### src/eeru_regs.vh
`ifndef EERU_REGS_VH
`define EERU_REGS_VH
`define EERU_NUM_IRQ        8
`define EERU_PRIO_BITS      3
`define EERU_ENTRY_CYCLES   5'd12
`define EERU_RETURN_CYCLES  5'd12
`define EERU_CHAIN_CYCLES   5'd6
`define EERU_STACK_WORDS    4'd8
`define EERU_EXC_RETURN     32'hFFFFFFF9
`define EERU_PRIO_NMI       4'h0
`define EERU_PRIO_HARD_FAULT_EXCEPTION 4'h1
`define EERU_VEC_HARD_FAULT_EXCEPTION  6'd3
`define EERU_VEC_NMI        6'd2
`endif

### src/eeru_stack_seq.v
`timescale 1ns/10ps
`include "eeru_regs.vh"
module eeru_stack_seq (
  clk_sys,
  rst_b,
  start,
  pop,
  base_addr,
  bus_fault,
  busy,
  done,
  fault,
  mem_addr,
  mem_wr,
  mem_rd
);
  input             clk_sys;
  input             rst_b;
  input             start;
  input             pop;
  input      [31:0] base_addr;
  input             bus_fault;
  output            busy;
  output            done;
  output            fault;
  output reg [31:0] mem_addr;
  output reg        mem_wr;
  output reg        mem_rd;
  reg [3:0] cnt;
  reg       run;
  reg       dir_pop;
  reg       done_r;
  reg       fault_r;
  assign busy  = run;
  assign done  = done_r;
  assign fault = fault_r;
  always @(posedge clk_sys) begin
    if (!rst_b) begin
      cnt <= 4'h0;
      run <= 1'b0;
      dir_pop <= 1'b0;
      done_r <= 1'b0;
      fault_r <= 1'b0;
      mem_addr <= 32'h0;
      mem_wr <= 1'b0;
      mem_rd <= 1'b0;
    end else begin
      done_r <= 1'b0;
      fault_r <= 1'b0;
      if (start && !run) begin
        run <= 1'b1;
        dir_pop <= pop;
        cnt <= 4'h0;
        mem_addr <= base_addr;
        mem_wr <= ~pop;
        mem_rd <= pop;
      end else if (run) begin
        if (bus_fault) begin
          run <= 1'b0;
          fault_r <= 1'b1;
          mem_wr <= 1'b0;
          mem_rd <= 1'b0;
        end else if (cnt == `EERU_STACK_WORDS - 4'd1) begin
          run <= 1'b0;
          done_r <= 1'b1;
          mem_wr <= 1'b0;
          mem_rd <= 1'b0;
        end else begin
          cnt <= cnt + 4'h1;
          mem_addr <= mem_addr + 32'h4;
          mem_wr <= ~dir_pop;
          mem_rd <= dir_pop;
        end
      end
    end
  end
endmodule

### src/eeru_prio_pick.v
`timescale 1ns/10ps
`include "eeru_regs.vh"
module eeru_prio_pick (
  irq_pend,
  irq_en,
  irq_prio,
  prio_mask,
  any,
  win_idx,
  win_prio
);
  input  [`EERU_NUM_IRQ-1:0]                  irq_pend;
  input  [`EERU_NUM_IRQ-1:0]                  irq_en;
  input  [`EERU_NUM_IRQ*`EERU_PRIO_BITS-1:0]  irq_prio;
  input  [`EERU_PRIO_BITS-1:0]                prio_mask;
  output reg                                  any;
  output reg [2:0]                            win_idx;
  output reg [`EERU_PRIO_BITS-1:0]            win_prio;
  wire [`EERU_NUM_IRQ*`EERU_PRIO_BITS-1:0] eff;
  genvar g;
  generate
    for (g = 0; g < `EERU_NUM_IRQ; g = g + 1) begin : gp
      assign eff[g*`EERU_PRIO_BITS +: `EERU_PRIO_BITS] =
        irq_prio[g*`EERU_PRIO_BITS +: `EERU_PRIO_BITS] & prio_mask;
    end
  endgenerate
  integer i;
  always @* begin
    any = 1'b0;
    win_idx = 3'd0;
    win_prio = {`EERU_PRIO_BITS{1'b1}};
    for (i = `EERU_NUM_IRQ - 1; i >= 0; i = i - 1) begin
      if (irq_pend[i] && irq_en[i] &&
          (!any || eff[i*`EERU_PRIO_BITS +: `EERU_PRIO_BITS] <= win_prio)) begin
        any = 1'b1;
        win_idx = i[2:0];
        win_prio = eff[i*`EERU_PRIO_BITS +: `EERU_PRIO_BITS];
      end
    end
  end
endmodule

### src/eeru_exc_unit.v
// Chosen here: the register offsets and the plain strobed port.
`timescale 1ns/10ps
`include "eeru_regs.vh"
module eeru_exc_unit (
  clk_sys,
  rst_b,
  irq_pend,
  irq_en,
  irq_prio,
  prio_mask,
  nmi_req,
  hard_fault_exception_req,
  thread_psp_sel,
  div_active,
  ldm_active,
  ldm_in_if_then,
  ldm_faulted,
  ldm_progress,
  ldm_base_loaded,
  ldm_base_idx,
  ldm_writeback,
  ldm_base_orig,
  ldm_base_new,
  ldm_base_in_list,
  ldm_base_last,
  ldm_base_load_val,
  cur_pc,
  link_req,
  sp_wr,
  sp_wdata,
  exc_ret_req,
  vec_rdata,
  bus_fault,
  handler_mode,
  active_vec,
  irq_ack,
  irq_ack_idx,
  mem_addr,
  mem_wr,
  mem_rd,
  vec_addr,
  vec_rd,
  fetch_req,
  fetch_pc,
  first_instr,
  state_bit,
  invalid_state_fault,
  lockup,
  lockup_prio,
  div_abandon,
  div_restart,
  continuation_progress_field,
  base_reg_value,
  base_reg_wr,
  main_stack_pointer,
  thread_stack_pointer,
  link_reg,
  sp_in_use
);
  input                                    clk_sys;
  input                                    rst_b;
  input  [`EERU_NUM_IRQ-1:0]               irq_pend;
  input  [`EERU_NUM_IRQ-1:0]               irq_en;
  input  [`EERU_NUM_IRQ*`EERU_PRIO_BITS-1:0] irq_prio;
  input  [`EERU_PRIO_BITS-1:0]             prio_mask;
  input                                    nmi_req;
  input                                    hard_fault_exception_req;
  input                                    thread_psp_sel;
  input                                    div_active;
  input                                    ldm_active;
  input                                    ldm_in_if_then;
  input                                    ldm_faulted;
  input  [3:0]                             ldm_progress;
  input                                    ldm_base_loaded;
  input  [3:0]                             ldm_base_idx;
  input                                    ldm_writeback;
  input  [31:0]                            ldm_base_orig;
  input  [31:0]                            ldm_base_new;
  input                                    ldm_base_in_list;
  input                                    ldm_base_last;
  input  [31:0]                            ldm_base_load_val;
  input  [31:0]                            cur_pc;
  input                                    link_req;
  input                                    sp_wr;
  input  [31:0]                            sp_wdata;
  input                                    exc_ret_req;
  input  [31:0]                            vec_rdata;
  input                                    bus_fault;
  output reg                               handler_mode;
  output reg [5:0]                         active_vec;
  output reg                               irq_ack;
  output reg [2:0]                         irq_ack_idx;
  output     [31:0]                        mem_addr;
  output                                   mem_wr;
  output                                   mem_rd;
  output reg [31:0]                        vec_addr;
  output reg                               vec_rd;
  output reg                               fetch_req;
  output reg [31:0]                        fetch_pc;
  output reg                               first_instr;
  output reg                               state_bit;
  output reg                               invalid_state_fault;
  output reg                               lockup;
  output reg [3:0]                         lockup_prio;
  output reg                               div_abandon;
  output reg                               div_restart;
  output reg [3:0]                         continuation_progress_field;
  output reg [31:0]                        base_reg_value;
  output reg                               base_reg_wr;
  output reg [31:0]                        main_stack_pointer;
  output reg [31:0]                        thread_stack_pointer;
  output reg [31:0]                        link_reg;
  output                                   sp_in_use;
  localparam S_IDLE  = 5'b00001;
  localparam S_ENTRY = 5'b00010;
  localparam S_RUN   = 5'b00100;
  localparam S_RET   = 5'b01000;
  localparam S_CHAIN = 5'b10000;
  reg  [4:0]  state;
  reg  [4:0]  cyc;
  reg  [31:0] ret_pc;
  reg         div_int;
  reg         from_psp;
  reg  [5:0]  prev_vec;
  reg         seq_start;
  reg         seq_pop;
  wire        seq_busy;
  wire        seq_done;
  wire        seq_fault;
  wire        irq_any;
  wire [2:0]  irq_idx;
  wire [`EERU_PRIO_BITS-1:0] irq_p;
  wire        req_any = nmi_req | hard_fault_exception_req | irq_any;
  wire [5:0]  next_vec = nmi_req ? `EERU_VEC_NMI :
                         hard_fault_exception_req ? `EERU_VEC_HARD_FAULT_EXCEPTION : {3'd2, irq_idx};
  assign sp_in_use = (handler_mode || !thread_psp_sel) ? 1'b0 : 1'b1;
  eeru_prio_pick u_pick (
    .irq_pend  (irq_pend),
    .irq_en    (irq_en),
    .irq_prio  (irq_prio),
    .prio_mask (prio_mask),
    .any       (irq_any),
    .win_idx   (irq_idx),
    .win_prio  (irq_p)
  );
  eeru_stack_seq u_seq (
    .clk_sys   (clk_sys),
    .rst_b     (rst_b),
    .start     (seq_start),
    .pop       (seq_pop),
    .base_addr (main_stack_pointer - {26'd0, `EERU_STACK_WORDS, 2'b00}),
    .bus_fault (bus_fault),
    .busy      (seq_busy),
    .done      (seq_done),
    .fault     (seq_fault),
    .mem_addr  (mem_addr),
    .mem_wr    (mem_wr),
    .mem_rd    (mem_rd)
  );
  always @(posedge clk_sys) begin
    if (!rst_b) begin
      state <= S_IDLE;
      cyc <= 5'd0;
      handler_mode <= 1'b0;
      active_vec <= 6'd0;
      prev_vec <= 6'd0;
      irq_ack <= 1'b0;
      irq_ack_idx <= 3'd0;
      vec_addr <= 32'h0;
      vec_rd <= 1'b0;
      fetch_req <= 1'b0;
      fetch_pc <= 32'h0;
      first_instr <= 1'b0;
      state_bit <= 1'b1;
      invalid_state_fault <= 1'b0;
      lockup <= 1'b0;
      lockup_prio <= 4'h0;
      div_abandon <= 1'b0;
      div_restart <= 1'b0;
      div_int <= 1'b0;
      continuation_progress_field <= 4'h0;
      base_reg_value <= 32'h0;
      base_reg_wr <= 1'b0;
      main_stack_pointer <= 32'h0;
      thread_stack_pointer <= 32'h0;
      link_reg <= 32'h0;
      ret_pc <= 32'h0;
      from_psp <= 1'b0;
      seq_start <= 1'b0;
      seq_pop <= 1'b0;
    end else begin
      irq_ack <= 1'b0;
      vec_rd <= 1'b0;
      fetch_req <= 1'b0;
      first_instr <= 1'b0;
      invalid_state_fault <= 1'b0;
      div_abandon <= 1'b0;
      div_restart <= 1'b0;
      base_reg_wr <= 1'b0;
      seq_start <= 1'b0;
      if (link_req) begin
        link_reg <= {cur_pc[31:1], 1'b1};
      end
      if (sp_wr) begin
        if (sp_in_use) begin
          thread_stack_pointer <= {sp_wdata[31:2], 2'b00};
        end else begin
          main_stack_pointer <= {sp_wdata[31:2], 2'b00};
        end
      end
      if (ldm_active && !ldm_writeback && ldm_base_in_list && !ldm_base_last &&
          ldm_base_loaded) begin
        base_reg_value <= ldm_base_load_val;
        base_reg_wr <= 1'b1;
      end
      case (state)
        S_IDLE, S_RUN: begin
          if (lockup) begin
            state <= state;
          end else if (req_any && !seq_busy && !exc_ret_req) begin
            // only an nmi may preempt a running handler
            if (state == S_IDLE || (nmi_req && active_vec != `EERU_VEC_NMI)) begin
              state <= S_ENTRY;
              cyc <= 5'd1;
              ret_pc <= {cur_pc[31:1], 1'b0};
              from_psp <= sp_in_use;
              seq_start <= 1'b1;
              seq_pop <= 1'b0;
              vec_rd <= 1'b1;
              vec_addr <= {24'd0, next_vec, 2'b00};
              active_vec <= next_vec;
              irq_ack <= irq_any && !nmi_req && !hard_fault_exception_req;
              irq_ack_idx <= irq_idx;
              if (div_active) begin
                div_abandon <= 1'b1;
                div_int <= 1'b1;
              end
              if (ldm_active) begin
                if (ldm_faulted || ldm_in_if_then) begin
                  continuation_progress_field <= 4'h0;
                end else if (ldm_base_loaded) begin
                  continuation_progress_field <= ldm_base_idx;
                end else begin
                  continuation_progress_field <= ldm_progress;
                end
                base_reg_wr <= 1'b1;
                base_reg_value <= ldm_base_orig;
              end
            end
          end else if (ldm_active && ldm_writeback && !ldm_faulted) begin
            base_reg_value <= ldm_base_new;
            base_reg_wr <= 1'b1;
          end else if (state == S_RUN && exc_ret_req) begin
            prev_vec <= active_vec;
            cyc <= 5'd1;
            if (req_any) begin
              state <= S_CHAIN;
              vec_rd <= 1'b1;
              vec_addr <= {24'd0, next_vec, 2'b00};
              active_vec <= next_vec;
              irq_ack <= irq_any && !nmi_req && !hard_fault_exception_req;
              irq_ack_idx <= irq_idx;
            end else begin
              state <= S_RET;
              seq_start <= 1'b1;
              seq_pop <= 1'b1;
              fetch_req <= 1'b1;
              fetch_pc <= ret_pc;
            end
          end
        end
        S_ENTRY: begin
          cyc <= cyc + 5'd1;
          // a later redirect would miss the vector word taken in cycle 4
          if (req_any && next_vec != active_vec && cyc < 5'd3) begin
            vec_rd <= 1'b1;
            vec_addr <= {24'd0, next_vec, 2'b00};
            active_vec <= next_vec;
          end
          if (cyc == 5'd4) begin
            state_bit <= vec_rdata[0];
            fetch_req <= 1'b1;
            fetch_pc <= {vec_rdata[31:1], 1'b0};
          end
          if (seq_fault) begin
            if (hard_fault_exception_req || active_vec == `EERU_VEC_NMI) begin
              lockup <= 1'b1;
              lockup_prio <= `EERU_PRIO_NMI;
            end
          end else if (cyc == `EERU_ENTRY_CYCLES - 5'd1 && !lockup) begin
            state <= S_RUN;
            handler_mode <= 1'b1;
            link_reg <= `EERU_EXC_RETURN;
            first_instr <= 1'b1;
            invalid_state_fault <= ~state_bit;
          end
        end
        S_CHAIN: begin
          cyc <= cyc + 5'd1;
          if (cyc == 5'd2) begin
            state_bit <= vec_rdata[0];
            fetch_req <= 1'b1;
            fetch_pc <= {vec_rdata[31:1], 1'b0};
          end
          if (cyc == `EERU_CHAIN_CYCLES - 5'd1) begin
            state <= S_RUN;
            first_instr <= 1'b1;
            invalid_state_fault <= ~state_bit;
          end
        end
        S_RET: begin
          cyc <= cyc + 5'd1;
          if (seq_fault) begin
            if (prev_vec == `EERU_VEC_NMI) begin
              lockup <= 1'b1;
              lockup_prio <= `EERU_PRIO_HARD_FAULT_EXCEPTION;
            end
          end else if (cyc == `EERU_RETURN_CYCLES - 5'd1 && !lockup) begin
            state <= S_IDLE;
            handler_mode <= 1'b0;
            first_instr <= 1'b1;
            if (div_int) begin
              div_restart <= 1'b1;
              div_int <= 1'b0;
            end
          end
        end
        default: state <= S_IDLE;
      endcase
    end
  end
endmodule

### config.mk
export PLATFORM = sky130hd
export DESIGN_NAME = eeru_exc_unit
export DESIGN_NICKNAME = d
export VERILOG_FILES = /design/src/eeru_stack_seq.v /design/src/eeru_prio_pick.v /design/src/eeru_exc_unit.v
export VERILOG_INCLUDE_DIRS = /design/src
export SDC_FILE = /design/constraint.sdc
export NUM_CORES = 1
export LEC_CHECK = 0
export ABC_AREA = 1
export BUFFER_PORTS_ARGS = -buffer_cell sky130_fd_sc_hd__buf_2
export CAP_MARGIN = 20
export CORE_AREA = 2 2 203 205
export CTS_CLUSTER_DIAMETER = 40
export DETAILED_ROUTE_END_ITERATION = 8
export DIE_AREA = 0 0 205 207
export SLEW_MARGIN = 20
export SYNTH_ARGS = -nofsm -noshare
export SYNTH_HDL_FRONTEND = slang
export SYNTH_HIERARCHICAL = 1
export SYNTH_SLANG_ARGS = --single-unit
### constraint.sdc
create_clock -name clk_sys -period 28.5 [get_ports clk_sys]
set_clock_uncertainty 0.15 [all_clocks]
set_input_delay 5.7 -clock clk_sys [delete_from_list [all_inputs] [get_ports clk_sys]]
set_output_delay 5.7 -clock clk_sys [all_outputs]
set_load 0.1 [all_outputs]
Word level (Yosys, flattened, before mapping)
Index checks and enable logic that the tools add are counted.

word-level totals
  output and inout bits = 255
  register bits = 307

cells by class
  multiplexer cells = 170
  reduce and logical (&&, ||, !) cells = 92
  add/sub/neg operators = 4
  eq/ne operators = 43
  order comparisons = 8
  bitwise logic cells = 25

operator list
  kind                                                                    number
  32-bit 2-to-1 mux                                                       29
  32-bit case mux with 3 select lines                                     1
  5-bit 2-to-1 mux                                                        18
  1-bit 2-to-1 mux                                                        76
  32-bit case mux with 2 select lines                                     1
  3-bit 2-to-1 mux                                                        20
  6-bit 2-to-1 mux                                                        7
  2-bit != test (second input constant)                                   19
  32-bit by 3-bit adder with 32-bit output (second input constant)        1
  32-bit by 6-bit subtractor with 32-bit output (second input constant)   1
  1-bit logical AND                                                       31
  5-bit AND reduction                                                     5
  3-bit AND                                                               8
  4-bit 2-to-1 mux                                                        6
  3-bit <= comparator                                                     7
  5-bit case mux with 4 select lines                                      1
  1-bit zero test                                                         16
  2-bit nonzero test                                                      8
  5-bit by 3-bit equality test with 1-bit output (second input constant)  3
  1-bit inverter                                                          15
  1-bit case mux with 2 select lines                                      7
  7-bit AND reduction                                                     2
  6-bit by 2-bit equality test with 1-bit output (second input constant)  2
  2-bit by 1-bit != test with 1-bit output (second input constant)        6
  other kinds (28)                                                        52

Logic depth before layout (Yosys ltp)
Gate-level depths: netlist of run 1.

  word-level depth = 38
  gate-level depth with buffers = 73
  depth with buffers taken out = 73

Hierarchy
Netlist of run 1, hierarchy kept.

by module, submodules not included
  module          area an instance (µm²)  cells an instance  times used
  eeru_exc_unit   10716.5                 1547               1
  eeru_stack_seq  2655.0                  447                1
  eeru_prio_pick  1277.5                  214                1

Least setup slack after synthesis of run 1
No wires, ideal clock.

  path kind = input-to-reg
  start point = input prio_mask[2]
  end point = register active_vec[4]
  slack = 14886 ps
  buffers on the path = 1
  data arrival time = 13347 ps
  required time = 28233 ps
  stages on the path = 67
  path through = buf_2 nand2_1 nand2_1 inv_1 ha_1 a21oi_1 nand2_2 nand2_4 nand3_1 and2_1 ha_1 a21oi_1 nand2_1 nand3_1 nand2_4 nand3_1 nand2_1 ha_1 (+31 left out) nand2_1 ha_1 nand2_1 nor2_1 a211oi_1 a31oi_1 a21oi_4 inv_2 nand2_1 nor4_1 nand2_1 xor2_1 nor2_1 nand2_1 nand2_1 nand2_2 nor2_1 nor2_1

on the way
  cells in the longest elaborated chain, start to end = 37

ends and longest elaborated chain
  element                                                        RTL line             source
  start: declaration                                             eeru_exc_unit.v:65   input [`EERU_PRIO_BITS-1:0] prio_mask;
  3-bit AND                                                      eeru_prio_pick.v:24  irq_prio[g*`EERU_PRIO_BITS +: `EERU_PRIO_BITS] & prio_mask;
  3-bit 2-to-1 mux                                               eeru_prio_pick.v:33  if (irq_pend[i] && irq_en[i] &&
  3-bit <= comparator                                            eeru_prio_pick.v:34  (!any || eff[i*`EERU_PRIO_BITS +: `EERU_PRIO_BITS] <= win_prio)) begin
  1-bit logical OR                                               eeru_prio_pick.v:34
  1-bit logical AND                                              eeru_prio_pick.v:33
  3-bit 2-to-1 mux / 1-bit 2-to-1 mux (equally long branches)    eeru_prio_pick.v:33
  3-bit <= comparator / 1-bit zero test (equally long branches)  eeru_prio_pick.v:34
  1-bit logical OR                                               eeru_prio_pick.v:34
  (+21 left out)                                                 n/a
  3-bit 2-to-1 mux *                                             eeru_prio_pick.v:33
  via irq_idx[2]                                                 eeru_exc_unit.v:131  wire [2:0] irq_idx;
  5-bit 2-to-1 mux *                                             eeru_exc_unit.v:135  hard_fault_exception_req ? `EERU_VEC_HARD_FAULT_EXCEPTION : {3'd2, irq_idx};
  5-bit 2-to-1 mux *                                             eeru_exc_unit.v:134  wire [5:0] next_vec = nmi_req ? `EERU_VEC_NMI :
  5-bit by 6-bit != test with 1-bit output *                     eeru_exc_unit.v:275  if (req_any && next_vec != active_vec && cyc < 5'd3) begin
  1-bit logical AND * (2 in series)                              eeru_exc_unit.v:275
  2-bit != test (no line) *                                      n/a
  7-bit AND reduction (no line) *                                n/a
  end signal: assignment                                         eeru_exc_unit.v:231  active_vec <= next_vec;
  end signal: assignment                                         eeru_exc_unit.v:260  active_vec <= next_vec;
  end signal: assignment                                         eeru_exc_unit.v:278  active_vec <= next_vec;
  end: declaration                                               eeru_exc_unit.v:90   output reg [5:0] active_vec;

Mark *: on every way through the listed nets, which the timed path passes. The rest lies on a longest branch. The select of a mux whose other input is x is not followed.
A chain may end at the register's enable or synchronous reset.

Final worst setup path of run 1
Same ends and word-level chain as after synthesis.

==> results of run 1 <==
[worst reg2reg max path, delay by kind of cell, from the launching register on]
| family | cells | cell delay, ns |
|---|---|---|
| and+or+nand+nor | 8 | 1.97 |
| DFF | 1 | 0.46 |
| buffers and inverters | 3 | 0.25 |
[per-layer routing]
metal | up-vias | wire (um)
met5 | - | 37
met4 | 6 | 1890
met3 | 116 | 4150
met2 | 538 | 24900
met1 | 7330 | 21300
li1 | 7848 | -
[stage by stage]
| step | total power, mW | instances | setup slack (ns) | hold WS (ns) |
|---|---|---|---|---|
| after floorplan | 0.991 | 2236 | 14.97 | 0.266 |
| after global placement | 1.10 | 3098 | 14.10 | 0.279 |
| after detailed placement | 1.10 | 3099 | 13.90 | 0.288 |
| after CTS | 1.75 | 3191 | 14.46 | 0.296 |
| after global routing | 1.83 | 3195 | 13.67 | 0.315 |
| final | 1.74 | 3198 | 14.40 | 0.289 |
[final cells by class]
| class | instances | area share (%) |
|---|---|---|
| diodes | 6 | 0.0798 |
| well taps | 532 | 3.54 |
| flip-flops and latches | 267 | 28.4 |
| clock inverters | 26 | 2.22 |
| inverters | 166 | 3.36 |
| multi-input cells | 1654 | 41.8 |
| repair buffers | 481 | 13.0 |
| clock buffers | 66 | 7.56 |
[worst min-delay path by stage]
stage                   start          end  slack (ns)  depth (start not counted)
floorplan             div_int  div_restart        0.27                          2
global placement      div_int  div_restart        0.28                          2
detailed placement    div_int  div_restart        0.29                          2
CTS                   div_int  div_restart        0.30                          2
global route        ret_pc[4]    ret_pc[4]        0.31                          2
finish                div_int  div_restart        0.29                          2
[power by group through the flow]
stage / sequential, mW / clock, mW / combinational [mW]
final: 0.466 / 0.642 / 0.631
after CTS: 0.466 / 0.655 / 0.633
after global placement: 0.472 / 0 / 0.626
after floorplan: 0.671 / 0 / 0.320
after detailed placement: 0.474 / 0 / 0.631
after global routing: 0.472 / 0.673 / 0.680
==> metrics, run 1 <==
Worst R2R Path Depth 11; commonest non-fill, non-tap cells in the layout nand2_1, buf_2, nor2_1; initial antenna violation count 7; clk slew on worst S/H paths 0.05 ns; DP Area 16900 um^2; CTS Buf Count 51; MaxCap Viol Count 0; area of the multi-input gates a little under 8000 um^2; Mapped Cells around 2200; global-route usage over all layers 23.7%; PostCTS Resize Cnt 0; WL/cell about 16 um; Pwr per Cell Area 92.4 nW/um^2; Slowest-stage cell, CP nor4_1; post-synthesis instance area about 15000 um^2; Fill cells approximately 4300; GR peak layer met2; Net Sw Frac between 40% and 50%; cell area after layout approximately 19000 um^2; crit path buf inv count 7; sw power roughly 0.75 mW; die area 42400 um^2; setup_tns 0 ns; most common cell after layout, fill and taps aside nand2_1; crit path to active_vec[4]; Pins Over Slew Limit 0; DRT Pass-1 Iters 6; detailed placement HPWL roughly 39 mm; Core Rows 74; Hold WC Path Type register to register; clock root cell clkbuf_16; total number of vias 15800; port bufs between 400 and 500; H-tree depth 2; final antenna-violating net count 0; Initial Util about 36%; Iteration-0 DRC Markers 850; RSZ-0062 raised after global routing false; Final GP Congestion 0.919; CTS sink cnt about 270; CP dominant cell by count nand2_1; Chip Width between 200 and 250 um; CP Class input pin to register; met1 Usage GRT between 20% and 30%; Worst Tran Pin Value around 1.0 ns; Max clock buf depth 3; area added between synthesis and finish 29.0%; global-route wire length before repair roughly 81 mm; Ys Warns 6; hold_buf cts 0; startpoint types input pin; max incr delay on CP between 0.3 and 0.4 ns; Detailed Route WL roughly 52 mm; Int Pwr 0.993 mW; largest net degree at the start of global routing 89; layout cells sized above 1 about a quarter; peak supply drop approximately 56 uV; status completed; Post-route DRC 0; Die H between 200 and 250 um; reg-to-reg setup timing slack roughly 26 ns; clk_lat worst skew 0.58 ns; critical path fanouts, max 8; endpoints failing setup 0; Sequential Power Share roughly 27%; DR vias/cell 4.95; Util after Layout a little under half; min cycle time layout between 10 and 15 ns; met2 Resource Use GR approximately 40%; Mapped Avg Cell Area 6.64 um^2; instance count on the critical path 67; Comb power frac approximately 36%; Lkg Pwr approximately 9 nW; post-CTS setup buffers 0; R2R Path Start u_seq/busy; crit path DAT approximately 14 ns; nets@finish 2909; CP startpoint prio_mask[2]; Crit. End Element register; overflow left after global routing 0; CTS tree done; period utilisation layout slightly below 50%; vias in the first global route 15200; met3 usage ~6.5%; delay-heaviest family, CP simple AND/OR/NAND/NOR gates; Hold Violations, Final 0; I/O pin count around 520; Slew HR about 30%; WP data required slightly below 30 ns; Core Region approximately 40000 um^2; Worst R2R End base_reg_value[0]; clock power share 36.9%; fmax ~0.071 GHz; area occupied by registers between 5000 and 6000 um^2
No activity file was read; power rests on OpenSTA's default activity.
==> inputs of run 2 (changes only) <==
--- a/config.mk
+++ b/config.mk
@@ -6,13 +6,13 @@
 export SDC_FILE = /design/constraint.sdc
 export NUM_CORES = 1
 export LEC_CHECK = 0
-export ABC_AREA = 1
+export ABC_AREA = 0
 export BUFFER_PORTS_ARGS = -buffer_cell sky130_fd_sc_hd__buf_2
 export CAP_MARGIN = 20
-export CORE_AREA = 2 2 203 205
+export CORE_AREA = 2 2 198 200
 export CTS_CLUSTER_DIAMETER = 40
 export DETAILED_ROUTE_END_ITERATION = 8
-export DIE_AREA = 0 0 205 207
+export DIE_AREA = 0 0 200 202
 export SLEW_MARGIN = 20
 export SYNTH_ARGS = -nofsm -noshare
 export SYNTH_HDL_FRONTEND = slang
==> constraint.sdc (replaced) <==
create_clock -name clk_sys -period 11.5 [get_ports clk_sys]
set_clock_uncertainty 0.15 [all_clocks]
set_input_delay 2.3 -clock clk_sys [delete_from_list [all_inputs] [get_ports clk_sys]]
set_output_delay 2.3 -clock clk_sys [all_outputs]
set_load 0.1 [all_outputs]
==> metrics, run 2 <==
status completed; Post-route DRC 0 (unchanged); initial antenna violation count 7 (unchanged); I/O pin count 515 (unchanged); H-tree depth 2 (unchanged); overflow left after global routing 0 (unchanged); vias in the first global route 13500 (-11%); CP dominant cell by count ha_1; CTS sink cnt 267 (unchanged); DP Area 16800 um^2 (-1.0%); Core Rows 72 (-2.7%); Pwr per Cell Area 218 nW/um^2 (+140%); nets@finish 2400 (-17%); period utilisation layout about 100%; Hold WC Path Type register to register; Initial Util 35.9% (-0.21 points); largest net degree at the start of global routing 112 (+26%); WP data required 11.83 ns (-17.00 ns); Worst Tran Pin Value 1.07 ns (+0.0350 ns); RSZ-0062 raised after global routing true; crit path DAT 11.83 ns (-2.60 ns); global-route usage over all layers 22.9% (-0.81 points); Chip Width 200 um (-2.4%); Core Region 38300 um^2 (-5.2%); clk slew on worst S/H paths 0.06 ns (about the same); Mapped Avg Cell Area 8.48 um^2 (+28%); Lkg Pwr 8.21 nW (-11%); min cycle time layout about 11 ns; Slowest-stage cell, CP o311ai_0; endpoints failing setup 0 (unchanged); cell area after layout 19000 um^2 (+0.95%); Final GP Congestion 0.918 (-0.18%); peak supply drop 151 uV (+170%); Pins Over Slew Limit 0 (unchanged); Die H 202 um (-2.4%); hold_buf cts 0 (unchanged); post-synthesis instance area 13800 um^2 (-5.7%); commonest non-fill, non-tap cells in the layout buf_2, dfxtp_1, nand2_1; CP Class input pin to register; clock root cell clkbuf_16; Hold Violations, Final 0 (unchanged); critical path fanouts, max 8 (unchanged); max incr delay on CP 0.50 ns (+0.13 ns); die area 40400 um^2 (-4.8%); layout cells sized above 1 36.3% (+11 points); Max clock buf depth 3 (unchanged); most common cell after layout, fill and taps aside buf_2; clk_lat worst skew 0.56 ns (-0.02 ns); Ys Warns 6 (unchanged); global-route wire length before repair 73.7 mm (-8.5%); Crit. End Element register; startpoint types input pin; Slew HR 28.5% (-2.3 points); CTS tree done; WL/cell 18.1 um (+11%); Iteration-0 DRC Markers 829 (-2.5%); DR vias/cell 5.25 (+6.1%); DRT Pass-1 Iters 7 (+1); setup_tns 0 ns (unchanged); detailed placement HPWL 35.1 mm (-9.2%); MaxCap Viol Count 0 (unchanged); Util after Layout 49.6% (+3.0 points); final antenna-violating net count 0 (unchanged); Mapped Cells 1621 (-26%); CTS Buf Count 47 (-7.8%); port bufs 473 (unchanged); fmax 0.0870 GHz; total number of vias 14100 (-11%); Detailed Route WL 48.5 mm (-7.3%); area added between synthesis and finish 38.1%
==> run 2: worst max-delay path, delay by kind of cell <==
kind	cells	cell delay, ns
multiplexers	2	0.52
adder cells (fa/ha/maj)	7	1.82
AO/OA/AOI/OAI	20	4.52
AND/OR/NAND/NOR	16	2.03
buffers and inverters	5	0.62
==> run 2: per-layer routing <==
layer  wire length, um  GRT usage, %
met2             23600          38.8
met4              1290          8.07
met1             20100          28.3
met3              3400          5.31
met5                13             0
==> run 2: through the flow <==
| step | cells | setup slack (ns) | power, mW | hold WS (ns) |
|---|---|---|---|---|
| detailed placement | 2561 | -1.08 | 2.70 | 0.293 |
| floorplan | 1660 | -0.349 | 2.39 | 0.300 |
| global placement | 2561 | -0.712 | 2.68 | 0.289 |
| global route | 2674 | -0.453 | 4.31 | 0.324 |
| finish | 2675 | 0.00799 | 4.13 | 0.299 |
| CTS | 2662 | 0.00163 | 4.14 | 0.300 |
==> run 2: layout make-up <==
type,instances,area [um^2]
Fill cell,3688,19300
Multi-Input combinational cell,1208,8220
Sequential cell,267,5350
Timing Repair Buffer,560,3070
Clock buffer,54,1260
Tap cell,518,648
Clock inverter,34,328
Inverter,28,110
Antenna cell,6,15.0
==> run 2: timing repair <==
item                       CTS  global route
resized for setup           52            33
pin swaps                   42            50
setup buffers               13             9
setup endpoints to repair    5             6
==> run 2: final timing paths <==
check	start	to	slack, ns	cells past startpoint
hold reg to reg	thread_stack_pointer[31]	thread_stack_pointer[31]	0.30	2
hold / removal	thread_stack_pointer[31]	thread_stack_pointer[31]	0.30	2
setup reg to reg	state[0]	fetch_pc[29]	8.07	7
setup / recovery	irq_en[7]	active_vec[1]	0.008	50
==> run 2: power by group <==
group | switching, mW | leakage, nW | total [mW] | internal (mW)
logic | 1.19 | 5.26 | 1.59 | 0.398
registers | 0.106 | 2.18 | 1.15 | 1.05
clock network | 0.519 | 0.767 | 1.39 | 0.869
==> inputs of run 3 (changes only) <==
--- a/config.mk
+++ b/config.mk
@@ -7,12 +7,12 @@
 export NUM_CORES = 1
 export LEC_CHECK = 0
 export ABC_AREA = 0
+export ABC_CLOCK_PERIOD_IN_PS = 11500
 export BUFFER_PORTS_ARGS = -buffer_cell sky130_fd_sc_hd__buf_2
 export CAP_MARGIN = 20
-export CORE_AREA = 2 2 198 200
+export CORE_UTILIZATION = 30
 export CTS_CLUSTER_DIAMETER = 40
 export DETAILED_ROUTE_END_ITERATION = 8
-export DIE_AREA = 0 0 200 202
 export SLEW_MARGIN = 20
 export SYNTH_ARGS = -nofsm -noshare
 export SYNTH_HDL_FRONTEND = slang
==> metrics, run 3 (synthesized netlist as in run 2, its figures left out) <==
peak supply drop 143 uV (-5.3%); layout cells sized above 1 36.6% (+0.28 points); MaxCap Viol Count 0 (unchanged); overflow left after global routing 0 (unchanged); vias in the first global route 13300 (-1.6%); Final GP Congestion 0.869 (-5.3%); critical path fanouts, max 8 (unchanged); final antenna-violating net count 0 (unchanged); CP Class input pin to register; clk_lat worst skew 0.57 ns (about the same); WL/cell 17.5 um (-3.4%); H-tree depth 2 (unchanged); fmax 0.0873 GHz (+0.38%); area added between synthesis and finish 39.7%; die area 46700 um^2 (+16%); largest net degree at the start of global routing 90 (-20%); status completed; commonest non-fill, non-tap cells in the layout buf_2, dfxtp_1, nand2_1; Slowest-stage cell, CP or3_4; DR vias/cell 5.09 (-3.1%); CTS tree done; total number of vias 14000 (-0.27%); crit path buf inv count 5 (unchanged); WP data required 11.85 ns (+0.02 ns); crit path DAT 11.80 ns (-0.03 ns); delay-heaviest family, CP compound AO/OA/AOI/OAI gates; setup_tns 0 ns (unchanged); Chip Width 216 um (+8.0%); Die H 216 um (+7.0%); nets@finish 2399 (-0.042%); hold_ws 0.300 ns (+0.000803 ns); Lkg Pwr 8.24 nW (+0.39%); initial antenna violation count 5 (-2); min cycle time layout 11.45 ns (-0.0435 ns); most common cell after layout, fill and taps aside buf_2; CTS Buf Count 48 (+2.1%); Hold WC Path Type register to register; global-route usage over all layers 19.5% (-3.4 points); Core Region 45300 um^2 (+18%); Fill cells 4508 (+22%); Worst Tran Pin Value 1.01 ns (-0.0659 ns); Crit. End Element register; RSZ-0062 raised after global routing true; detailed placement HPWL 35.2 mm (+0.26%); period utilisation layout 99.6% (-0.38 points); CTS sink cnt 267 (unchanged); port bufs 473 (unchanged); Initial Util 30.4% (-5.5 points); max incr delay on CP 0.41 ns (-0.09 ns); Post-route DRC 0 (unchanged); DRT Pass-1 Iters 8 (+1); Iteration-0 DRC Markers 927 (+12%); hold_buf cts 0 (unchanged); startpoint types input pin; CP dominant cell by count ha_4; clock root cell clkbuf_16; Detailed Route WL 48.2 mm (-0.59%); Max clock buf depth 3 (unchanged); endpoints failing setup 0 (unchanged); Slew HR 32.3% (+3.8 points); Pins Over Slew Limit 0 (unchanged); I/O pin count 515 (unchanged); clk slew on worst S/H paths 0.05 ns (about the same); Pwr per Cell Area 219 nW/um^2 (+0.43%); Hold Violations, Final 0 (unchanged); Core Rows 78 (+8.3%); global-route wire length before repair 73.4 mm (-0.47%)
run 3: layout make-up:
type	instances	area (um^2)	share of cell area [%]
repair buffers	558	3050	15.9
diodes	2	5.00	0.0260
clock buffers	60	1320	6.86
flip-flops and latches	267	5350	27.8
multi-input cells	1208	8290	43.1
clock inverters	30	348	1.81
inverters	28	110	0.573
well taps	600	751	3.91
run 3: timing repair:
item                       CTS  global route
buffers inserted            12             9
pin swaps                   44            17
resized for setup           42            51
setup endpoints to repair    5             5
run 3: where the power goes:
group          switching (mW)  internal, mW  leakage (nW)  total (mW)
Clock                   0.526         0.919         0.794        1.45
Combinational            1.20         0.403          5.27        1.60
Sequential              0.109          1.05          2.18        1.16
Total                    1.83          2.37          8.24        4.20
run 3: per-stage QoR:
stage               power [mW]  util (%)  setup WS, ns  instance area [um^2]  std cells
finish                    4.20      42.4        0.0515                 19200       2753
global route              4.37      42.4        -0.303                 19200       2752
CTS                       4.19      41.6        0.0202                 18900       2743
detailed placement        2.70      37.2         -1.02                 16900       2641
global placement          2.68      37.2        -0.745                 16900       2641
floorplan                 2.39         -        -0.349                 14100       1660
run 3: path summary, 6_finish.rpt:
| kind | from | cells past startpoint | to | slack [ns] |
|---|---|---|---|---|
| worst max-delay path | irq_en[7] | 51 | active_vec[1] | 0.05 |
| worst max register to register | state[0] | 7 | fetch_pc[5] | 8.13 |
| worst min register to register | thread_stack_pointer[15] | 2 | thread_stack_pointer[15] | 0.30 |
| worst min-delay path | thread_stack_pointer[15] | 2 | thread_stack_pointer[15] | 0.30 |
run 3: routing by layer:
metal  vias to the layer above  track usage [%]  share of wire (%)
met5                         -                0              0.077
met4                         6             5.89                2.4
met3                       100             5.39                7.5
met2                       502             32.8                 48
met1                      6623             24.1                 42
li1                       6783                -                  -
run 3: worst reg2reg max path, stage by stage (launching register included):
cell and delay, ns:
dfxtp_1 0.55, xor2_2 0.28, nand3b_4 0.51, o31ai_4 0.40
buf_4 0.38, and2_1 0.46, buf_4 0.36, a211oi_1 0.13
